[src/design/adc_seq_defines.svh]
`ifndef ADC_SEQ_DEFINES_SVH
`define ADC_SEQ_DEFINES_SVH

// Register offsets (byte addresses on the card's PCI window)
`define OFF_INTERRUPT_FLAGS    8'h08
`define OFF_SEQUENCER_CONTROL  8'h0a
`define OFF_SEQUENCER_FLAGS    8'h0c
`define OFF_SEQUENCE_PERIOD    8'h0e
`define OFF_IRAM_BASE          8'h80
`define OFF_IRAM_LAST          8'hbe

// Field positions
`define IF_CONV_READY          0
`define IF_SETTLING_READY      1
`define IF_SEQ_PENDING         2
`define SC_RUN                 0
`define SC_IRQ_ENABLE          1
`define SF_AVAILABLE           0
`define SF_OVERFLOW            1
`define SF_TIMER_ERROR         2
`define SF_IRAM_ERROR          3
`define CC_AUTO_SETTLE         8
`define CC_IRQ_ENABLE          10
`define INSTR_ENABLE           3

// Reset values
`define RST_SEQUENCE_PERIOD    16'h0000

// Timing
`define CLK_PERIOD_NS          10
`define TICK_PERIOD_NS         100000
`define TICK_CYCLES            (`TICK_PERIOD_NS / `CLK_PERIOD_NS)
`define STEP_CYCLES_DEFAULT    16'h0010

`endif

[src/design/adc_seq_pkg.sv]
package adc_seq_pkg;
  typedef enum logic [1:0] {SEQ_IDLE, SEQ_STEP, SEQ_WAIT} seq_state_t;
  typedef logic [15:0] word_t;
endpackage : adc_seq_pkg

[src/design/adc_sequencer_interrupt_control.sv]
`timescale 1ns/1ns
`include "adc_seq_defines.svh"

module adc_sequencer_interrupt_control (
  // Clock and reset
  input  wire logic                 core_clk,
  input  wire logic                 reset_n,
  input  wire logic                 clk_en,
  // Register port
  input  wire logic                 reg_write,
  input  wire logic                 reg_read,
  input  wire logic [7:0]           reg_addr,
  input  wire adc_seq_pkg::word_t   reg_wdata,
  output adc_seq_pkg::word_t        reg_rdata,
  // Converter side
  input  wire logic [15:0]          conversion_control,
  input  wire logic                 settle_done,
  input  wire logic                 conversion_done,
  input  wire logic                 convert_write,
  output logic                      convert_start,
  // Sequencer step output
  output logic                      step_start,
  output logic [4:0]                step_channel,
  output logic [2:0]                step_gain,
  output logic                      results_commit,
  output logic                      sequencer_busy,
  // Interrupt request to PCI
  output logic                      irq
);
  import adc_seq_pkg::*;

  ////////////////////////////////////////////////////////////////////////////
  // Registers

  logic [1:0]  ready_flags;
  logic [1:0]  sequencer_control;
  logic [3:0]  sequencer_flags;
  word_t       sequence_period;
  logic [3:0]  instruction_ram [32];
  logic [15:0] period_count;
  logic [15:0] step_count;
  logic [4:0]  channel;
  logic        any_enabled;
  seq_state_t  state;
  logic        tick;
  logic        seq_start;
  logic        step_hold;
  logic [4:0]  next_channel;
  logic [3:0]  visible_flags;
  logic        timer_expire;
  logic        continuous;
  logic        iram_error_set;
  logic        sequencer_pending;

  function automatic logic hit(input logic [7:0] a, input logic [7:0] off);
    hit = (a == off);
  endfunction : hit

  function automatic logic w1c(input logic wr, input logic [7:0] a, input logic [7:0] off,
                               input logic b);
    w1c = wr && hit(a, off) && b;
  endfunction : w1c

  function automatic logic in_iram(input logic [7:0] a);
    in_iram = (a >= `OFF_IRAM_BASE) && (a <= `OFF_IRAM_LAST);
  endfunction : in_iram

  // Continuous mode hides timer and overflow errors from software and the irq alike
  function automatic logic [3:0] shown(input logic [3:0] f, input logic cont);
    shown = {f[`SF_IRAM_ERROR], f[`SF_TIMER_ERROR] && !cont, f[`SF_OVERFLOW] && !cont,
             f[`SF_AVAILABLE]};
  endfunction : shown

  assign continuous    = (sequence_period == 16'h0000);
  assign visible_flags = shown(sequencer_flags, continuous);

  ////////////////////////////////////////////////////////////////////////////
  // Interrupt flags

  // Set wins over a simultaneous clear so no event is lost
  always_ff @(posedge core_clk or negedge reset_n) begin
    if (!reset_n) begin
      ready_flags <= 2'h0;
    end else if (clk_en) begin
      for (int i = `IF_CONV_READY; i <= `IF_SETTLING_READY; i++) begin
        if (w1c(reg_write, reg_addr, `OFF_INTERRUPT_FLAGS, reg_wdata[i])) begin
          ready_flags[i] <= 1'b0;
        end
      end
      if (settle_done && conversion_control[`CC_IRQ_ENABLE]
          && !conversion_control[`CC_AUTO_SETTLE]) begin
        ready_flags[`IF_SETTLING_READY] <= 1'b1;
      end
      if (conversion_done && conversion_control[`CC_IRQ_ENABLE]) begin
        ready_flags[`IF_CONV_READY] <= 1'b1;
      end
    end
  end

  // Derived, never stored, so a write to the interrupt flags cannot clear it
  assign sequencer_pending = sequencer_control[`SC_IRQ_ENABLE]
                             && (|visible_flags[3:1]);

  ////////////////////////////////////////////////////////////////////////////
  // Sequencer control, period and instruction RAM

  always_ff @(posedge core_clk or negedge reset_n) begin
    if (!reset_n) begin
      sequencer_control <= 2'h0;
      sequence_period   <= `RST_SEQUENCE_PERIOD;
    end else if (clk_en && reg_write) begin
      if (hit(reg_addr, `OFF_SEQUENCER_CONTROL)) begin
        sequencer_control <= reg_wdata[1:0];
      end
      if (hit(reg_addr, `OFF_SEQUENCE_PERIOD)) begin
        sequence_period <= reg_wdata;
      end
    end
  end

  // Only enable and gain are kept; upper bits read as zero
  always_ff @(posedge core_clk or negedge reset_n) begin
    if (!reset_n) begin
      for (int i = 0; i < 32; i++) begin
        instruction_ram[i] <= 4'h0;
      end
    end else if (clk_en && reg_write && in_iram(reg_addr) && !reg_addr[0]) begin
      instruction_ram[reg_addr[5:1]] <= reg_wdata[3:0];
    end
  end

  always_comb begin
    any_enabled = 1'b0;
    for (int i = 0; i < 32; i++) begin
      any_enabled = any_enabled | instruction_ram[i][`INSTR_ENABLE];
    end
  end

  assign convert_start = convert_write && !sequencer_control[`SC_RUN];

  ////////////////////////////////////////////////////////////////////////////
  // Sequence timer

  tick_divider #(
    .CYCLES (`TICK_CYCLES)
  ) u_tick (
    .core_clk (core_clk),
    .reset_n  (reset_n),
    .clk_en   (clk_en),
    .restart  (seq_start),
    .tick     (tick)
  );

  // Expiry when the tick count reaches the programmed period
  assign timer_expire = !continuous && tick
                        && (period_count + 16'h0001 == sequence_period);

  always_ff @(posedge core_clk or negedge reset_n) begin
    if (!reset_n) begin
      period_count <= 16'h0000;
    end else if (clk_en) begin
      if (seq_start || timer_expire) begin
        period_count <= 16'h0000;
      end else if (tick) begin
        period_count <= period_count + 16'h0001;
      end
    end
  end

  ////////////////////////////////////////////////////////////////////////////
  // Sequencer engine

  // A new pass starts on run, on an expiry while in SEQ_WAIT, or back to back in continuous mode
  logic run_ok;
  assign run_ok = sequencer_control[`SC_RUN] && !(|visible_flags[3:1]);
  assign iram_error_set = run_ok && !any_enabled && state == SEQ_IDLE;
  assign seq_start = run_ok && any_enabled
                     && ((state == SEQ_IDLE && (continuous || !sequencer_busy))
                         || (state == SEQ_WAIT && (continuous || timer_expire)));
  assign next_channel = channel + 5'd1;
  assign step_hold    = (step_count != 16'h0000) && instruction_ram[channel][`INSTR_ENABLE];

  always_ff @(posedge core_clk or negedge reset_n) begin
    if (!reset_n) begin
      state          <= SEQ_IDLE;
      channel        <= 5'd0;
      step_count     <= 16'h0000;
      sequencer_busy <= 1'b0;
      step_start     <= 1'b0;
      results_commit <= 1'b0;
    end else if (clk_en) begin
      step_start     <= 1'b0;
      results_commit <= 1'b0;
      unique case (state)
        SEQ_IDLE, SEQ_WAIT: begin
          if (seq_start) begin
            state          <= SEQ_STEP;
            channel        <= 5'd0;
            step_count     <= `STEP_CYCLES_DEFAULT;
            sequencer_busy <= 1'b1;
            step_start     <= instruction_ram[0][`INSTR_ENABLE];
          end else if (!run_ok) begin
            state          <= SEQ_IDLE;
            sequencer_busy <= 1'b0;
          end else if (state == SEQ_IDLE && !continuous) begin
            state <= SEQ_WAIT;
          end
        end
        SEQ_STEP: begin
          // Disabled channels are walked quickly; only enabled ones take step time
          if (step_hold) begin
            step_count <= step_count - 16'h0001;
          end else if (channel == 5'd31) begin
            results_commit <= 1'b1;
            state          <= SEQ_WAIT;
          end else begin
            channel    <= next_channel;
            step_count <= `STEP_CYCLES_DEFAULT;
            step_start <= instruction_ram[next_channel][`INSTR_ENABLE];
          end
        end
        default: state <= SEQ_IDLE;
      endcase
    end
  end

  assign step_channel = channel;

  // Gain is latched with the channel so a RAM write cannot change a step under way
  always_ff @(posedge core_clk or negedge reset_n) begin
    if (!reset_n) begin
      step_gain <= 3'h0;
    end else if (clk_en) begin
      if (seq_start) begin
        step_gain <= instruction_ram[0][2:0];
      end else if (state == SEQ_STEP && !step_hold && channel != 5'd31) begin
        step_gain <= instruction_ram[next_channel][2:0];
      end
    end
  end

  ////////////////////////////////////////////////////////////////////////////
  // Sequencer status flags

  logic seq_end;
  assign seq_end = (state == SEQ_STEP) && (channel == 5'd31) && !step_hold;

  always_ff @(posedge core_clk or negedge reset_n) begin
    if (!reset_n) begin
      sequencer_flags <= 4'h0;
    end else if (clk_en) begin
      for (int i = 0; i < 4; i++) begin
        if (w1c(reg_write, reg_addr, `OFF_SEQUENCER_FLAGS, reg_wdata[i])) begin
          sequencer_flags[i] <= 1'b0;
        end
      end
      if (iram_error_set) begin
        sequencer_flags[`SF_IRAM_ERROR] <= 1'b1;
      end
      if (timer_expire && state == SEQ_STEP) begin
        sequencer_flags[`SF_TIMER_ERROR] <= 1'b1;
      end
      if (seq_end) begin
        sequencer_flags[`SF_AVAILABLE] <= 1'b1;
        if (sequencer_flags[`SF_AVAILABLE] && !continuous) begin
          sequencer_flags[`SF_OVERFLOW] <= 1'b1;
        end
      end
    end
  end

  ////////////////////////////////////////////////////////////////////////////
  // Read path and interrupt

  always_ff @(posedge core_clk or negedge reset_n) begin
    if (!reset_n) begin
      reg_rdata <= 16'h0000;
    end else if (clk_en && reg_read) begin
      if (hit(reg_addr, `OFF_INTERRUPT_FLAGS)) begin
        reg_rdata <= {13'h0000, sequencer_pending, ready_flags[1:0]};
      end else if (hit(reg_addr, `OFF_SEQUENCER_CONTROL)) begin
        reg_rdata <= {14'h0000, sequencer_control};
      end else if (hit(reg_addr, `OFF_SEQUENCER_FLAGS)) begin
        reg_rdata <= {12'h000, visible_flags};
      end else if (hit(reg_addr, `OFF_SEQUENCE_PERIOD)) begin
        reg_rdata <= sequence_period;
      end else if (in_iram(reg_addr)) begin
        reg_rdata <= {12'h000, instruction_ram[reg_addr[5:1]]};
      end else begin
        reg_rdata <= 16'h0000;
      end
    end
  end

  always_ff @(posedge core_clk or negedge reset_n) begin
    if (!reset_n) begin
      irq <= 1'b0;
    end else if (clk_en) begin
      irq <= sequencer_control[`SC_IRQ_ENABLE] && (|visible_flags);
    end
  end

endmodule : adc_sequencer_interrupt_control

[src/design/tick_divider.sv]
`timescale 1ns/1ns
`include "adc_seq_defines.svh"

module tick_divider #(
  parameter int unsigned CYCLES = `TICK_CYCLES
) (
  // Clock and reset
  input  wire logic core_clk,
  input  wire logic reset_n,
  input  wire logic clk_en,
  // Control
  input  wire logic restart,
  // Tick
  output logic      tick
);
  logic [15:0] count;

  always_ff @(posedge core_clk or negedge reset_n) begin
    if (!reset_n) begin
      count <= 16'h0000;
      tick  <= 1'b0;
    end else if (clk_en) begin
      if (restart || count == 16'(CYCLES - 1)) begin
        count <= 16'h0000;
      end else begin
        count <= count + 16'h0001;
      end
      tick <= !restart && count == 16'(CYCLES - 1);
    end
  end
endmodule : tick_divider

[config.mk]
export PLATFORM = sky130hd
export DESIGN_NAME = adc_sequencer_interrupt_control
export DESIGN_NICKNAME = d
export VERILOG_FILES = /design/src/design/adc_seq_pkg.sv /design/src/design/adc_sequencer_interrupt_control.sv /design/src/design/tick_divider.sv
export VERILOG_INCLUDE_DIRS = /design/src /design/src/design
export SDC_FILE = /design/constraint.sdc
export NUM_CORES = 1
export LEC_CHECK = 0
export BUFFER_PORTS_ARGS = -buffer_cell sky130_fd_sc_hd__buf_2
export CORE_MARGIN = 2
export CORE_UTILIZATION = 50
export DETAILED_ROUTE_END_ITERATION = 10
export PLACE_DENSITY = 0.68
export REMOVE_ABC_BUFFERS = 1
export SLEW_MARGIN = 20
export SYNTH_ARGS = -nofsm -noshare
export SYNTH_HDL_FRONTEND = slang
export SYNTH_SLANG_ARGS = --single-unit
[constraint.sdc]
create_clock -name core_clk -period 5.8 [get_ports core_clk]
set_input_delay 0.29 -clock core_clk [delete_from_list [all_inputs] [get_ports core_clk]]
set_output_delay 0.29 -clock core_clk [all_outputs]
set_load 0.005 [all_outputs]
==> reports/qor.csv <==
metric;value;unit
area_growth;10.4;%
cap_violations;0;
avgSynthCellArea;12.0;um2
synth_area_leaders;dfrtp_1 44%, mux2_2 14%, mux4_2 13%;
p_total;0.00444;W
hold_ws;0.0135;ns
async_flop_share;1.00;
nNetsFinal;1169;
clock_latency;0.55;ns
syn_area;0.0130;mm2
grt_pass1_vias;9044;
yosysTopAreaCell;dfrtp_1;
rsz0062_at_grt;false;
min_period;3.88;ns
ys_seq_elements;231;
postPlaceCellArea;0.0135;mm2
io_pins;77;
yosysTopAreaCellShare;0.445;
clockBufferDepth;3;
leakagePower;6.45;nW
setup_viol;0;
skew;0.0196;ns
ant_nets;0;
hold_violations;0;
drv_slew;0;
die_y;165;um
tns;0;ns
timing.final.crit_share;0.668;
yosysUniqueCellTypes;77;
crit_arrival;4.30;ns
grt_util_all_layers;0.245;
fillers;2162;
yosysSeqAreaShare;0.445;
grt_first_pass_wirelength;51700;um
vias;9208;
endpoint_kind;flip-flop;
dieWidth;165;um
drt_iter0_drc;869;
wirelength;32600;um
ys.flop_type;dfrtp_1;
stdcell_area;0.0144;mm2
max_freq;258;MHz
cts_tree;yes;
yosysWarnings;0;
tightest_slew;1.16;ns
htreeDepth;1;
cts_setup_buffers;0;
path_class;flip-flop to flip-flop;
drt-wirelength-per-cell;22.2;um
antenna_found_initial;0;
multi_input_area;0.00679;mm2
grt_max_degree;97;
required;6.23;ns
slew_headroom;0.218;
post_cts_resized;0;
status;finished clean;
regArea;0.00578;mm2
rows;59;
via_per_inst;6.27;
hpwl;21700;um
hold_class;input port to flip-flop;
drc;0;
synth_edf_count;0;
root_buffer;clkbuf_16;
cts_buffers;25;
grt_overflow;0;
startpoint_type;flip-flop;
clkSinkCount;231;
postSynthCellCount;1082;
cts.clk_slew.worst_paths;0.06;ns
io_buffer_count;62;
gp_congestion;0.895;
ir_drop;0.000245;V
crit_path_max_fanout;27;
core_area;0.0258;mm2
die_area;0.0273;mm2
fin_util;0.557;
drive_above_1_share;0.325;
drtPass1Iterations;5;
power.density;309;mW/mm2
antenna_cells;0;
start_util;0.504;
==> cells by family after synthesis <==
kind of cell               synth area share
AOI/OAI and AO/OA                    0.0788
xor gates and xnor gates             0.0222
adders and majority gates           0.00481
buffers and inverters                0.0336
DFF                                   0.445
muxes                                 0.292
and+or+nand+nor                       0.123
==> synth_stat cells, types with 3 or more instances <==
master	number
a21oi_1	33
a22o_1	16
a22oi_1	4
a31oi_1	9
a32o_1	3
a41oi_1	10
and2_1	5
and3_1	14
buf_1	3
buf_2	21
buf_6	4
clkbuf_1	46
dfrtp_1	231
ha_1	5
inv_1	16
mux2_2	158
mux2i_1	18
mux4_1	3
mux4_2	77
nand2_1	90
nand2b_1	8
nand3_1	20
nand3b_1	9
nand4_1	19
nand4b_1	3
nor2_1	57
nor2b_1	12
nor3_1	31
nor3b_1	4
nor4_1	20
o211ai_1	5
o21a_1	3
o21ai_0	28
o22ai_1	4
o31ai_1	7
or3_1	4
xnor2_1	17
xor2_1	16
==> critical path: stages, from the launching register on <==
cell,delay (ns)
dfrtp_2,0.91
buf_4,0.43
mux4_2,0.55
mux2_2,0.29
nand3_1,0.08
nand4_1,0.15
and3_1,0.42
nor3_2,0.46
a21oi_4,0.12
mux2_1,0.34
==> cell usage in the layout, fill, tap and decap left out, drive strengths merged, types with 12 or more instances in the layout <==
master       synthesis  layout
xnor2               17      17
mux2               160     160
nor2                57      57
mux2i               18      18
a22o                16      16
inv                 17      18
and3                14      14
dlygate4sd3          0      12
buf                 31      73
clkbuf              47      31
nand4               20      20
nor2b               12      12
o21ai               29      29
nor3                33      33
a21oi               34      34
mux4                80      80
nand2               91      91
dfrtp              231     231
nor4                22      22
xor2                16      16
nand3               20      20
==> repair_timing <==
item,in CTS,in global routing
setup endpoints to repair,0,0
hold endpoints to repair,105,0
hold buffers,12,0
==> metrics by stage <==
step	instances	setup WS, ns
floorplan	1004	1.28
global placement	1412	1.96
detailed placement	1412	1.90
CTS	1468	1.88
global route	1468	1.63
finish	1468	1.92
==> cell type report <==
cell class,count,share of cell area
clock buffers,31,0.0479
inverters,18,0.00471
flip-flops and latches,231,0.403
well taps,335,0.0292
clock inverters,13,0.00575
multi-input cells,755,0.473
repair buffers,85,0.0364
==> sequential cells by signal, summed over array words and instances, names as in the netlist, 3 cells and up <==
name	count
period_count	16
step_gain	3
reg_rdata	16
u_tick.count	16
sequencer_flags	4
instruction_ram	128
step_channel	5
step_count	16
sequence_period	16
==> where the power goes <==
| part | switching [W] | internal, W |
|---|---|---|
| clock | 0.000677 | 0.000842 |
| combinational | 0.000556 | 0.000453 |
| sequential | 0.000187 | 0.00173 |
==> layer usage <==
metal / wire, um / track usage / vias to the layer above
li1: - / - / 4166
met1: 13800 / 0.337 / 4704
met2: 15700 / 0.388 / 277
met3: 1920 / 0.0490 / 61
met4: 1190 / 0.0854 / 0
met5: 0 / 0 / -
==> final timing paths <==
check	start	endpoint	slack (ns)	cells after the start
worst max register to register	step_channel[0]	step_gain[2]	1.92	9
worst min register to register	reg_rdata[1]	reg_rdata[1]	0.48	2
max in group asynchronous	reset_n	instruction_ram[15]	4.01	3
min in group asynchronous	reset_n	u_tick.count[11]	0.34	2
worst min-delay path	reg_wdata[7]	sequence_period[7]	0.01	2
worst max-delay path	step_channel[0]	step_gain[2]	1.92	9
No activity file was read; power rests on OpenSTA's default activity.
